--- src/core/ueb_pkg.sv ---
package ueb_pkg;

   // Data path sizes
   localparam int unsigned DATA_W     = 8;
   localparam int unsigned MAX_PKT    = 64;
   localparam int unsigned ADDR_W     = 6;
   localparam int unsigned CNT_W      = 7;
   localparam int unsigned FIFO_DEPTH = 8;

   // Counter values
   localparam logic [CNT_W-1:0] CNT_ZERO = 7'h00;
   localparam logic [CNT_W-1:0] CNT_ONE  = 7'h01;
   localparam logic [CNT_W-1:0] CNT_FULL = 7'h40;

   // Link side states
   typedef enum logic [3:0] {
      ST_IDLE    = 4'h1,
      ST_TX_SEND = 4'h2,
      ST_TX_WAIT = 4'h4,
      ST_RX      = 4'h8
   } ueb_st_t;

   // Handshake codes toward the serial engine
   typedef enum logic [1:0] {
      HS_NONE  = 2'h0,
      HS_ACK   = 2'h1,
      HS_NAK   = 2'h2,
      HS_STALL = 2'h3
   } ueb_hs_code_t;

   typedef struct packed {
      logic         valid;
      ueb_hs_code_t code;
   } ueb_hs_t;

   // Transmit byte toward the serial engine
   typedef struct packed {
      logic              valid;
      logic              last;
      logic              empty;
      logic [DATA_W-1:0] data;
   } ueb_txb_t;

   // Plain byte with valid
   typedef struct packed {
      logic              valid;
      logic [DATA_W-1:0] data;
   } ueb_byte_t;

   // Firmware command pulses
   typedef struct packed {
      logic set_tx_ready;
      logic clr_tx_ready;
      logic clr_tx_complete;
      logic clr_rx_bank0;
      logic clr_rx_bank1;
      logic set_force_halt;
      logic clr_force_halt;
      logic clr_halt_sent;
      logic ep_reset;
      logic rd;
   } ueb_fw_cmd_t;

   // Link events from the serial engine
   typedef struct packed {
      logic in_token;
      logic out_token;
      logic in_ack;
      logic rx_end;
   } ueb_tok_t;

   // Endpoint control/status view
   typedef struct packed {
      logic             tx_packet_ready;
      logic             tx_complete;
      logic             rx_bank0_full;
      logic             rx_bank1_full;
      logic             halt_handshake_sent;
      logic             force_halt_handshake;
      logic             ep_irq;
      logic [CNT_W-1:0] rx_byte_count;
   } ueb_stat_t;

   // Whole state of the endpoint logic
   typedef struct packed {
      ueb_st_t               st;
      logic                  fw_bank;
      logic                  usb_bank;
      logic [1:0]            tx_rdy;
      logic [1:0][CNT_W-1:0] cnt;
      logic [CNT_W-1:0]      fptr;
      logic [CNT_W-1:0]      uptr;
      logic                  tx_comp;
      logic [1:0]            rx_full;
      logic                  halt_sent;
      logic                  force_halt;
      ueb_hs_t               hs;
      ueb_txb_t              txb;
      ueb_byte_t             rd;
      ueb_stat_t             stat;
   } ueb_state_t;

   localparam ueb_state_t STATE_RST =
      ueb_state_t'({ST_IDLE, {($bits(ueb_state_t) - 4){1'b0}}});

endpackage : ueb_pkg

--- src/core/ueb_fifo.sv ---
module ueb_fifo #(
   parameter int unsigned WIDTH = 8,
   parameter int unsigned DEPTH = 8
) (
   // Clock, reset, enable, flush
   input  logic             i_core_clk,
   input  logic             i_rst,
   input  logic             i_ce,
   input  logic             i_flush,
   // Fill side
   input  logic             i_valid,
   input  logic [WIDTH-1:0] i_data,
   output logic             o_ready,
   // Drain side
   output logic             o_valid,
   output logic [WIDTH-1:0] o_data,
   input  logic             i_ready
);
   localparam int unsigned AW = $clog2(DEPTH);
   localparam logic [AW:0] FULL = (AW + 1)'(DEPTH);

   typedef struct packed {
      logic [AW-1:0] wp;
      logic [AW-1:0] rp;
      logic [AW:0]   cnt;
      logic          ready;
   } ueb_fifo_st_t;

   logic [WIDTH-1:0] mem [DEPTH];
   ueb_fifo_st_t     s;
   ueb_fifo_st_t     n;
   logic             push;
   logic             pop;

   assign push    = i_valid && s.ready;
   assign pop     = o_valid && i_ready;
   assign o_valid = (s.cnt != '0);
   assign o_data  = mem[s.rp];
   assign o_ready = s.ready;

   // Pointer and level update
   always_comb begin
      n = s;
      if (push) n.wp = s.wp + 1'b1;
      if (pop) n.rp = s.rp + 1'b1;
      n.cnt = s.cnt + (AW + 1)'(push) - (AW + 1)'(pop);
      if (i_flush) begin
         n.wp  = '0;
         n.rp  = '0;
         n.cnt = '0;
      end
      n.ready = (n.cnt != FULL);
   end

   // State register and storage
   always_ff @(posedge i_core_clk) begin
      if (i_rst) begin
         s       <= '0;
         s.ready <= 1'b1;
      end else if (i_ce) begin
         s <= n;
         if (push) mem[s.wp] <= i_data;
      end
   end
endmodule : ueb_fifo

--- src/core/ueb_bank.sv ---
module ueb_bank #(
   parameter int unsigned WIDTH = 8,
   parameter int unsigned DEPTH = 64
) (
   // Clock and enable
   input  logic                     i_core_clk,
   input  logic                     i_ce,
   // Write port
   input  logic                     i_we,
   input  logic [$clog2(DEPTH)-1:0] i_waddr,
   input  logic [WIDTH-1:0]         i_wdata,
   // Read port, combinational
   input  logic [$clog2(DEPTH)-1:0] i_raddr,
   output logic [WIDTH-1:0]         o_rdata
);
   logic [WIDTH-1:0] mem [DEPTH];

   assign o_rdata = mem[i_raddr];

   // Byte store
   always_ff @(posedge i_core_clk) begin
      if (i_ce && i_we) begin
         mem[i_waddr] <= i_wdata;
      end
   end
endmodule : ueb_bank

--- src/core/ueb_top.sv ---
module ueb_top (
   // Clock, reset, enable
   input  logic                          i_core_clk,
   input  logic                          i_rst,
   input  logic                          i_ce,
   // Endpoint configuration
   input  logic                          i_ping_pong,
   // Firmware side
   input  ueb_pkg::ueb_fw_cmd_t          i_cmd,
   input  logic                          i_fw_wr_valid,
   input  logic [ueb_pkg::DATA_W-1:0]    i_fw_wr_data,
   output logic                          o_fw_wr_ready,
   output ueb_pkg::ueb_byte_t            o_fw_rd,
   output ueb_pkg::ueb_stat_t            o_stat,
   // Link side
   input  ueb_pkg::ueb_tok_t             i_tok,
   input  ueb_pkg::ueb_byte_t            i_rx,
   input  logic                          i_tx_ready,
   output ueb_pkg::ueb_txb_t             o_txb,
   output ueb_pkg::ueb_hs_t              o_hs
);
   ueb_pkg::ueb_state_t                          s;
   ueb_pkg::ueb_state_t                          n;
   logic [1:0]                                   bank_we;
   logic [ueb_pkg::ADDR_W-1:0]                   wr_addr;
   logic [ueb_pkg::DATA_W-1:0]                   wr_data;
   logic [1:0][ueb_pkg::ADDR_W-1:0]              raddr;
   logic [1:0][ueb_pkg::DATA_W-1:0]              rdata;
   logic                                         fifo_valid;
   logic [ueb_pkg::DATA_W-1:0]                   fifo_data;
   logic                                         fifo_take;
   logic                                         fw_busy;
   logic                                         fifo_ready;

   // Firmware write bytes queue here until the firmware bank can take them
   ueb_fifo #(
      .WIDTH (ueb_pkg::DATA_W),
      .DEPTH (ueb_pkg::FIFO_DEPTH)
   ) u_fifo (
      .i_core_clk (i_core_clk),
      .i_rst      (i_rst),
      .i_ce       (i_ce),
      .i_flush    (i_cmd.ep_reset),
      .i_valid    (i_fw_wr_valid),
      .i_data     (i_fw_wr_data),
      .o_ready    (fifo_ready),
      .o_valid    (fifo_valid),
      .o_data     (fifo_data),
      .i_ready    (fifo_take)
   );

   // Two packet banks; single-bank mode uses bank 0 only
   for (genvar b = 0; b < 2; b++) begin : g_bank
      assign raddr[b] = (i_cmd.rd && s.fw_bank == 1'(b)) ?
                        s.fptr[ueb_pkg::ADDR_W-1:0] :
                        s.uptr[ueb_pkg::ADDR_W-1:0];
      ueb_bank #(
         .WIDTH (ueb_pkg::DATA_W),
         .DEPTH (ueb_pkg::MAX_PKT)
      ) u_bank (
         .i_core_clk (i_core_clk),
         .i_ce       (i_ce),
         .i_we       (bank_we[b]),
         .i_waddr    (wr_addr),
         .i_wdata    (wr_data),
         .i_raddr    (raddr[b]),
         .o_rdata    (rdata[b])
      );
   end

   // Firmware commands that move the byte pointer block FIFO draining
   assign fw_busy = i_cmd.set_tx_ready | i_cmd.clr_rx_bank0 |
                    i_cmd.clr_rx_bank1 | i_cmd.rd | i_cmd.ep_reset;

   // Next-state logic: firmware clears first, hardware sets win after, endpoint reset is applied last
   always_comb begin
      n         = s;
      n.hs      = '0;
      n.rd      = '0;
      bank_we   = 2'b00;
      wr_addr   = s.fptr[ueb_pkg::ADDR_W-1:0];
      wr_data   = fifo_data;
      fifo_take = 1'b0;

      // Firmware flag handling
      if (i_cmd.clr_tx_complete) n.tx_comp = 1'b0;
      if (i_cmd.clr_halt_sent) n.halt_sent = 1'b0;
      if (i_cmd.set_force_halt) n.force_halt = 1'b1;
      if (i_cmd.clr_force_halt) n.force_halt = 1'b0;
      if (i_cmd.clr_tx_ready) begin
         n.tx_rdy  = 2'b00;
         n.fw_bank = s.usb_bank;
      end
      if (i_cmd.clr_rx_bank0) begin
         n.rx_full[0] = 1'b0;
         n.fw_bank    = i_ping_pong;
         n.fptr       = ueb_pkg::CNT_ZERO;
      end
      if (i_cmd.clr_rx_bank1) begin
         n.rx_full[1] = 1'b0;
         n.fw_bank    = 1'b0;
         n.fptr       = ueb_pkg::CNT_ZERO;
      end
      if (i_cmd.set_tx_ready) begin
         n.tx_rdy[s.fw_bank] = 1'b1;
         n.cnt[s.fw_bank]    = s.fptr;
         n.fptr              = ueb_pkg::CNT_ZERO;
         if (i_ping_pong) n.fw_bank = ~s.fw_bank;
      end

      // Firmware byte read from its own bank
      if (i_cmd.rd) begin
         n.rd.valid = 1'b1;
         n.rd.data  = rdata[s.fw_bank];
         if (s.fptr < s.cnt[s.fw_bank]) n.fptr = s.fptr + ueb_pkg::CNT_ONE;
      end

      // Drain queued firmware bytes into the firmware bank
      if (fifo_valid && s.st != ueb_pkg::ST_RX && !s.tx_rdy[s.fw_bank] &&
          s.fptr < ueb_pkg::CNT_FULL && !fw_busy) begin
         fifo_take          = 1'b1;
         bank_we[s.fw_bank] = 1'b1;
         n.fptr             = s.fptr + ueb_pkg::CNT_ONE;
      end

      // Link side sequencing
      case (s.st)
         ueb_pkg::ST_IDLE: begin
            if (i_tok.in_token) begin
               if (s.force_halt) begin
                  n.hs.valid  = 1'b1;
                  n.hs.code   = ueb_pkg::HS_STALL;
                  n.halt_sent = 1'b1;
               end else if (!s.tx_rdy[s.usb_bank]) begin
                  n.hs.valid = 1'b1;
                  n.hs.code  = ueb_pkg::HS_NAK;
               end else if (s.cnt[s.usb_bank] == ueb_pkg::CNT_ZERO) begin
                  n.txb.valid = 1'b1;
                  n.txb.last  = 1'b1;
                  n.txb.empty = 1'b1;
                  n.txb.data  = '0;
                  n.st        = ueb_pkg::ST_TX_SEND;
               end else begin
                  n.txb.valid = 1'b1;
                  n.txb.empty = 1'b0;
                  n.txb.data  = rdata[s.usb_bank];
                  n.txb.last  = (s.uptr + ueb_pkg::CNT_ONE ==
                                 s.cnt[s.usb_bank]);
                  n.uptr      = s.uptr + ueb_pkg::CNT_ONE;
                  n.st        = ueb_pkg::ST_TX_SEND;
               end
            end else if (i_tok.out_token) begin
               if (s.force_halt) begin
                  n.hs.valid  = 1'b1;
                  n.hs.code   = ueb_pkg::HS_STALL;
                  n.halt_sent = 1'b1;
               end else if (s.rx_full[s.usb_bank]) begin
                  n.hs.valid = 1'b1;
                  n.hs.code  = ueb_pkg::HS_NAK;
               end else begin
                  n.uptr = ueb_pkg::CNT_ZERO;
                  n.st   = ueb_pkg::ST_RX;
               end
            end
         end
         ueb_pkg::ST_TX_SEND: begin
            if (i_tx_ready) begin
               if (s.txb.last) begin
                  n.txb = '0;
                  n.st  = ueb_pkg::ST_TX_WAIT;
               end else begin
                  n.txb.data = rdata[s.usb_bank];
                  n.txb.last = (s.uptr + ueb_pkg::CNT_ONE ==
                                s.cnt[s.usb_bank]);
                  n.uptr     = s.uptr + ueb_pkg::CNT_ONE;
               end
            end
         end
         ueb_pkg::ST_TX_WAIT: begin
            if (i_tok.in_ack) begin
               n.tx_rdy[s.usb_bank] = 1'b0;
               n.tx_comp            = 1'b1;
               n.usb_bank = i_ping_pong & ~s.usb_bank;
               n.uptr     = ueb_pkg::CNT_ZERO;
               n.st       = ueb_pkg::ST_IDLE;
            end else if (i_tok.in_token || i_tok.out_token) begin
               // No ACK came: keep the bank, host retries later
               n.hs.valid = i_tok.in_token;
               n.hs.code  = ueb_pkg::HS_NAK;
               n.uptr     = ueb_pkg::CNT_ZERO;
               n.st       = ueb_pkg::ST_IDLE;
            end
         end
         ueb_pkg::ST_RX: begin
            if (i_rx.valid && s.uptr < ueb_pkg::CNT_FULL) begin
               bank_we[s.usb_bank] = 1'b1;
               wr_addr = s.uptr[ueb_pkg::ADDR_W-1:0];
               wr_data = i_rx.data;
               n.uptr  = s.uptr + ueb_pkg::CNT_ONE;
            end
            if (i_tok.rx_end) begin
               n.hs.valid            = 1'b1;
               n.hs.code             = ueb_pkg::HS_ACK;
               n.rx_full[s.usb_bank] = 1'b1;
               n.cnt[s.usb_bank]     = s.uptr;
               n.usb_bank = i_ping_pong & ~s.usb_bank;
               n.uptr     = ueb_pkg::CNT_ZERO;
               n.st       = ueb_pkg::ST_IDLE;
            end
         end
         default: begin
            n.st = ueb_pkg::ST_IDLE;
         end
      endcase

      // Endpoint reset drops every pointer and held packet
      if (i_cmd.ep_reset) begin
         n.st       = ueb_pkg::ST_IDLE;
         n.fptr     = ueb_pkg::CNT_ZERO;
         n.uptr     = ueb_pkg::CNT_ZERO;
         n.cnt      = '0;
         n.tx_rdy   = 2'b00;
         n.rx_full  = 2'b00;
         n.fw_bank  = 1'b0;
         n.usb_bank = 1'b0;
         n.txb      = '0;
         fifo_take  = 1'b0;
         bank_we    = 2'b00;
      end

      // Status view, registered with the rest
      n.stat.tx_packet_ready      = |n.tx_rdy;
      n.stat.tx_complete          = n.tx_comp;
      n.stat.rx_bank0_full        = n.rx_full[0];
      n.stat.rx_bank1_full        = n.rx_full[1];
      n.stat.halt_handshake_sent  = n.halt_sent;
      n.stat.force_halt_handshake = n.force_halt;
      n.stat.rx_byte_count        = n.cnt[n.fw_bank];
      n.stat.ep_irq = n.tx_comp | (|n.rx_full) | n.halt_sent;
   end

   // State register
   always_ff @(posedge i_core_clk) begin
      if (i_rst) begin
         s <= ueb_pkg::STATE_RST;
      end else if (i_ce) begin
         s <= n;
      end
   end

   // Outputs straight from the state register and the FIFO ready register
   assign o_fw_rd       = s.rd;
   assign o_stat        = s.stat;
   assign o_txb         = s.txb;
   assign o_hs          = s.hs;
   assign o_fw_wr_ready = fifo_ready;
endmodule : ueb_top

--- config.mk ---
export PLATFORM = sky130hd
export DESIGN_NAME = ueb_top
export DESIGN_NICKNAME = d
export VERILOG_FILES = /design/src/core/ueb_pkg.sv /design/src/core/ueb_fifo.sv /design/src/core/ueb_bank.sv /design/src/core/ueb_top.sv
export SDC_FILE = /design/constraint.sdc
export NUM_CORES = 2
export LEC_CHECK = 0
export BUFFER_PORTS_ARGS = -buffer_cell sky130_fd_sc_hd__buf_2
export CORE_AREA = 3 3 376 378
export DETAILED_ROUTE_END_ITERATION = 16
export DIE_AREA = 0 0 379 381
export HOLD_SLACK_MARGIN = 0.15
export SLEW_MARGIN = 15
export SYNTH_ARGS = -nofsm -noshare
export SYNTH_HDL_FRONTEND = slang
export SYNTH_SLANG_ARGS = --single-unit
--- constraint.sdc ---
create_clock -name i_core_clk -period 27.1 [get_ports i_core_clk]
set_input_delay 5.42 -clock i_core_clk [delete_from_list [all_inputs] [get_ports i_core_clk]]
set_output_delay 5.42 -clock i_core_clk [all_outputs]
set_load 0.01 [all_outputs]
Word-level counts from Yosys, hierarchy flattened
Memories as Yosys holds them, arrays and structs flattened. A register that Yosys moved wholly into a read port is not among the register bits.
Index checks and enable logic that the tools add are counted.
{"block": "classes", "mul": 0, "n_addsub": 6, "reduce_logical": 34, "n_eq_ne": 21, "n_bitwise": 14, "div": 0, "shifts": 0, "order_cmp": 8, "muxes": 132}
{"op": "$mux W7", "n": 26}
{"op": "$mux W8", "n": 7}
{"op": "$mux W11", "n": 5}
{"op": "$mux W4", "n": 11}
{"op": "$mux W3", "n": 14}
{"op": "$mux W1", "n": 38}
{"op": "$mux W36", "n": 1}
{"op": "$ne A4 B4 Y1 const B", "n": 8}
{"op": "$bwmux W14", "n": 2}
{"op": "$mux W14", "n": 2}
{"op": "$pmux W7 S4", "n": 1}
{"op": "$mux W6", "n": 4}
{"op": "$ne A3 B3 Y1 const B", "n": 8}
{"op": "$mux W23", "n": 1}
{"op": "$pmux W11 S2", "n": 1}
{"op": "$mux W10", "n": 2}
{"op": "$mux W2", "n": 9}
{"op": "$pmux W4 S4", "n": 1}
{"op": "$add A7 B1 Y7 const B", "n": 2}
{"op": "$demux W7 S1", "n": 2}
{"op": "$lt A7 B7 Y1 const B", "n": 2}
{"op": "$logic_and A1 B1 Y1", "n": 13}
{"op": "$reduce_and A11 Y1", "n": 1}
{"op": "$mux W9", "n": 1}
{"op": "other kinds (33)", "n": 53}
{"block": "totals", "output_inout_bits": 38, "in_bits": 37, "latchBits": 0, "ff_bits": 86, "mem_bits_rw": 1088, "mem_bits_ro": 0, "mem_count": 3, "wordCells": 247}
{"memory": "g_bank[0].u_bank.mem", "words": 64, "word_bits": 8, "rd": 1, "rd_clocked_by_memory_dff": 0, "write_ports": 1, "line_no": "ueb_bank.sv:16", "text": "logic [WIDTH-1:0] mem [DEPTH];"}
{"memory": "g_bank[1].u_bank.mem", "words": 64, "word_bits": 8, "rd": 1, "rd_clocked_by_memory_dff": 0, "write_ports": 1, "line_no": "ueb_bank.sv:16"}
{"memory": "u_fifo.mem", "words": 8, "word_bits": 8, "rd": 1, "rd_clocked_by_memory_dff": 1, "write_ports": 1, "line_no": "ueb_fifo.sv:29", "text": "logic [WIDTH-1:0] mem [DEPTH];"}

Longest topological paths before layout
{"block": "depth", "ltp_word": 14, "ltp_mapped": 14, "ltp_nobuf": 13}

Cells and area by module
From an unflattened synthesis, not the netlist that was laid out.
{"block": "hier_totals", "hier_cells": 2633, "hier_area_um2": 48134.9}
{"mod": "ueb_bank (g_bank[1].u_bank)", "area_per_inst_um2": 19920.4, "seq_area_each_um2": 15374.7, "instances": 1, "cells_per_inst": 898}
{"mod": "ueb_bank (g_bank[0].u_bank)", "area_per_inst_um2": 19829.0, "seq_area_each_um2": 15374.7, "instances": 1, "cells_per_inst": 916}
{"mod": "ueb_top", "area_per_inst_um2": 5157.4, "seq_area_each_um2": 1461.4, "instances": 1, "cells_per_inst": 633}
{"mod": "ueb_fifo", "area_per_inst_um2": 3228.1, "seq_area_each_um2": 2202.1, "instances": 1, "cells_per_inst": 186}

Worst setup path after synthesis
OpenSTA, ideal clock, no wires.
{"block": "synth_timing", "path_type": "input to register", "start": "in i_rx[8] (netlist name)", "end": "mem g_bank[0].u_bank.mem[0][5] (data pin)", "t_required_ns": 25.903, "setup_ns": 1.197, "slack_ns": 14.736, "t_arrival_ns": 11.167, "cell_stages": 5, "cell_sequence": "nor2b_1 -> and2_0 -> clkbuf_1 -> clkbuf_1 -> o21ai_0"}
{"block": "synth_via", "elab_chain_len": 3}
{"element": "start: declaration", "line_no": "ueb_top.sv:17", "text": "input ueb_pkg::ueb_byte_t i_rx,"}
{"element": "$logic_and A1 B1 Y1", "line_no": "ueb_top.sv:195", "text": "if (i_rx.valid && s.uptr < ueb_pkg::CNT_FULL) begin"}
{"element": "$mux W8", "line_no": "ueb_top.sv:195"}
{"element": "$mux W8", "line_no": "ueb_top.sv:127", "text": "case (s.st)"}
{"element": "named net g_bank[0].u_bank.i_wdata[5]", "line_no": "ueb_bank.sv:11", "text": "input logic [WIDTH-1:0] i_wdata,"}
{"element": "end: declaration", "line_no": "ueb_bank.sv:16"}
The timed path passes the listed nets, and every way through them passes these cells.

Worst setup path after layout
{"block": "layout_timing", "start": "in i_cmd[0] (netlist name)", "end": "reg s, in the netlist o_txb[0]"}
{"block": "layout_via", "elab_chain_len": 11, "word_cells_on_any_way": 16, "cone_classes": "12 x mux; 2 x reduce/logical; 2 x memory"}
{"element": "start: declaration", "line_no": "ueb_top.sv:9", "text": "input ueb_pkg::ueb_fw_cmd_t i_cmd,"}
{"element": "$logic_and A1 B1 Y1", "line_no": "ueb_top.sv:54", "text": "assign raddr[b] = (i_cmd.rd && s.fw_bank == 1'(b)) ?"}
{"element": "$mux W6", "line_no": "ueb_top.sv:54"}
{"element": "$mem_v2 Z64 W8"}
{"element": "$mux W8 (implied by the code) * (2 in a row)", "line_no": "ueb_top.sv:146, ueb_top.sv:172"}
{"element": "$mux W10", "line_no": "ueb_top.sv:137", "text": "end else if (s.cnt[s.usb_bank] == ueb_pkg::CNT_ZERO) begin"}
{"element": "$mux W11", "line_no": "ueb_top.sv:134", "text": "end else if (!s.tx_rdy[s.usb_bank]) begin"}
{"element": "$mux W11", "line_no": "ueb_top.sv:130", "text": "if (s.force_halt) begin"}
{"element": "$mux W11", "line_no": "ueb_top.sv:129", "text": "if (i_tok.in_token) begin"}
{"element": "$pmux W11 S2 *", "line_no": "ueb_top.sv:127"}
{"element": "$mux W11 *", "line_no": "ueb_top.sv:217", "text": "if (i_cmd.ep_reset) begin"}
{"element": "end signal: assignment", "line_no": "ueb_top.sv:245", "text": "s <= ueb_pkg::STATE_RST;"}
{"element": "end signal: assignment", "line_no": "ueb_top.sv:247", "text": "s <= n;"}
{"element": "end: declaration", "line_no": "ueb_top.sv:22", "text": "ueb_pkg::ueb_state_t s;"}
Mark *: on every way between the ends. The rest lies on a longest branch, timed or not. The select of a mux whose other input is x is not followed.
A chain may end at the register's enable or synchronous reset.

==> impl_metrics.json <==
{
  "crit_family": "compound AO/OA/AOI/OAI gates",
  "cp_cell_sequence": "buf_2 > nor2b_2 > mux2_8 > buf_4 > a21oi_1 > a222oi_1 > a21oi_1 > a21oi_1 > nand3_1 > o221ai_1",
  "ys_async_sr_fraction": 0,
  "io_buffers": 74,
  "critPathSlowestCell": "nor2b_2",
  "endpoint_kind": "flip-flop",
  "final_cell_mix": "edfxtp_1 (1,088), nor2_1 (314), nand2_1 (291)",
  "syn_inst": 3458,
  "run_status": "finished, final reports clean",
  "cts_tree": "done",
  "synth_cell_types": 77,
  "fin_util": 0.392,
  "grt_pass1_vias": 30100,
  "die_h_um": 381,
  "max_freq_ghz": 0.104,
  "detail_route.drc_violations": 0,
  "synth-seq-area-share": 0.714,
  "p_sw_frac": 0.205,
  "syn2layout_area_growth_pct": 12.2,
  "vias_per_cell": 5.81,
  "cp_common_cell": "a21oi_1",
  "worst_slew_margin_rel": 0.213,
  "clk_pin_slew_worst_paths_ns": 0.06,
  "fin_skew_ns": 0.0375,
  "dp_slack_ns": 16.85,
  "dieArea_um2": 144000,
  "instances_no_fill": 5341,
  "fin_setup_tns_ns": 0,
  "dp_hpwl_um": 83400,
  "drive_above_1_share": 0.104,
  "post-cts-setup-buffers": 0,
  "worstPathArrival_ns": 10.20,
  "cts_buffer_depth": 3,
  "syn_nets": 3511,
  "final_common_cell": "edfxtp_1",
  "drt_iter0_drc": 3664,
  "p_leak_nw": 16.4,
  "drv_slew": 0,
  "place_inst": 5123,
  "min_period_over_period": 0.354,
  "pwr_density_cell_nw_per_um2": 68.8,
  "cts.htree.levels": 3,
  "cpPeakStageDelay_ns": 0.92,
  "cts-root-buf": "clkbuf_16",
  "clkPwrFrac": 0.445,
  "drt_first_pass_iters": 6,
  "cp.buffers_inverters": 2,
  "gr-total-overflow": 0,
  "p_seq_frac": 0.531,
  "pwr-share-comb": 0.024,
  "crit_required_ns": 27.72,
  "final_hold_viol_count": 0,
  "vias": 31000,
  "postCtsHoldBufs": 0,
  "ys.flop_type": "edfxtp_1",
  "fin_ws_ns": 17.52,
  "grtUsageTotal": 0.185,
  "worst_skew_pair.late_latency_ns": 0.72,
  "fin_nets": 3499,
  "synth_warnings": 0,
  "ctsResizeCount": 0,
  "place_area_um2": 50200,
  "cp-start-kind": "input pin",
  "ant_nets": 0,
  "dieWidth_um": 379,
  "wl_per_cell_um": 25.5,
  "grt_max_degree": 128,
  "synth-edff-count": 1088,
  "whs_ns": 0.453,
  "p_int_mw": 2.96,
  "routabilityCongestion": 0.847,
  "path_max_fanout": 119,
  "row_count": 136,
  "routed_wl_um": 136000,
  "core_area_um2": 138000,
  "drv_cap": 0,
  "io_pins": 75,
  "synth_area_um2": 48200,
  "postLayoutCellArea_um2": 54100,
  "report.final.setup_viol": 0,
  "synth.avg_cell_area_um2": 13.9,
  "start_util": 0.350,
  "finalPower_mw": 3.72,
  "grt_pass1_wl_um": 202000,
  "antenna_found_initial": 3,
  "fin_crit_ns": 9.58,
  "rsz0062_at_grt": "no",
  "irDropWorstVdd_uv": 61.7,
  "worstMarginPinSlew_ns": 1.17,
  "synth-seq-cells": 1175,
  "power.switching_mw": 0.763,
  "crit_type": "input pin to flip-flop",
  "numCtsBuffers": 115,
  "hp-class": "flip-flop to flip-flop",
  "cts.sinks": 1175
}
## kinds of logic after synthesis
group           Yosys count  share of synthesized area
flops                  1175                      0.714
simple gates            850                     0.0774
xor+xnor                 16                    0.00291
fa+ha+maj                16                    0.00431
mux                     117                     0.0298
compound gates          991                      0.142
buf+inv                 293                     0.0295
## power by group through the flow
stage	Clock [mW]	Sequential (mW)	Combinational (mW)
global placement	0	2.01	0.0873
finish	1.66	1.98	0.0888
CTS	1.67	1.98	0.0887
detailed placement	0	2.01	0.0887
global route	1.75	1.97	0.0957
floorplan	0	2.02	0.0549
## cell usage after synthesis, types with 11 or more instances
master        n  area (um^2)
edfxtp_1   1088        32700
or4_1        11         82.6
buf_2        81          405
buf_1        30          113
xnor2_1      12          105
a31oi_1      13         81.3
nand4_1      13         81.3
a2111oi_0    16          140
mux4_2       16          360
or3_1        11         68.8
nand2_1     291         1090
mux2_2       12          135
ha_1         15          188
mux2i_1      85          851
o21ai_0     124          621
nor2b_1      17          106
a211oi_1    285         2140
dfxtp_1      87         1740
o221ai_1     36          315
a211o_1      15          131
buf_4        55          413
o211ai_1     16          120
o22ai_1     224         1400
nor2_1      314         1180
nor3_1       35          175
nor4_1       32          200
inv_1        24         90.1
o41ai_1      25          219
a21oi_1     116          581
clkbuf_1     99          372
a222oi_1     32          320
nand2b_1     19          119
nand3_1      79          395
## registers in the layout, indices dropped and copies added (netlist names), named ones only
name and cells:
o_txb 11, u_fifo.s 10, g_bank.u_bank.mem 1024, u_fifo.o_ready 1, o_stat 12, o_hs 3
u_fifo.mem 64, o_fw_rd 9, s 38
## worst paths after layout
kind / cells after the start / end / slack [ns] / start
max: 10 / o_txb[0] / 17.52 / i_cmd[0]
min: 2 / o_txb[10] / 0.45 / o_txb[10]
max reg2reg: 9 / o_txb[4] / 21.81 / s[49]
min reg2reg: 2 / o_txb[10] / 0.45 / o_txb[10]
## worst min-delay path: cells and delay by family, from the launching register on
kind               cells  cell delay, ns
AOI/OAI and AO/OA      1            0.05
DFF                    1            0.30
and+or+nand+nor        1            0.05
## area by class of cell
type / count / area [um^2]
timing repair buffer: 138 / 863
inverter: 26 / 97.6
multi-input combinational: 1990 / 12500
fill: 12800 / 83800
antenna: 1 / 2.50
tap: 1794 / 2240
clock inverter: 70 / 791
clock buffer: 147 / 3110
sequential: 1175 / 34400
## routing by layer
layer,global-route usage,wire length [um]
met5,0,0
met4,0.0620,4700
met3,0.0409,11800
met2,0.288,62600
met1,0.256,57300
Power figures use the tool's default switching activity.
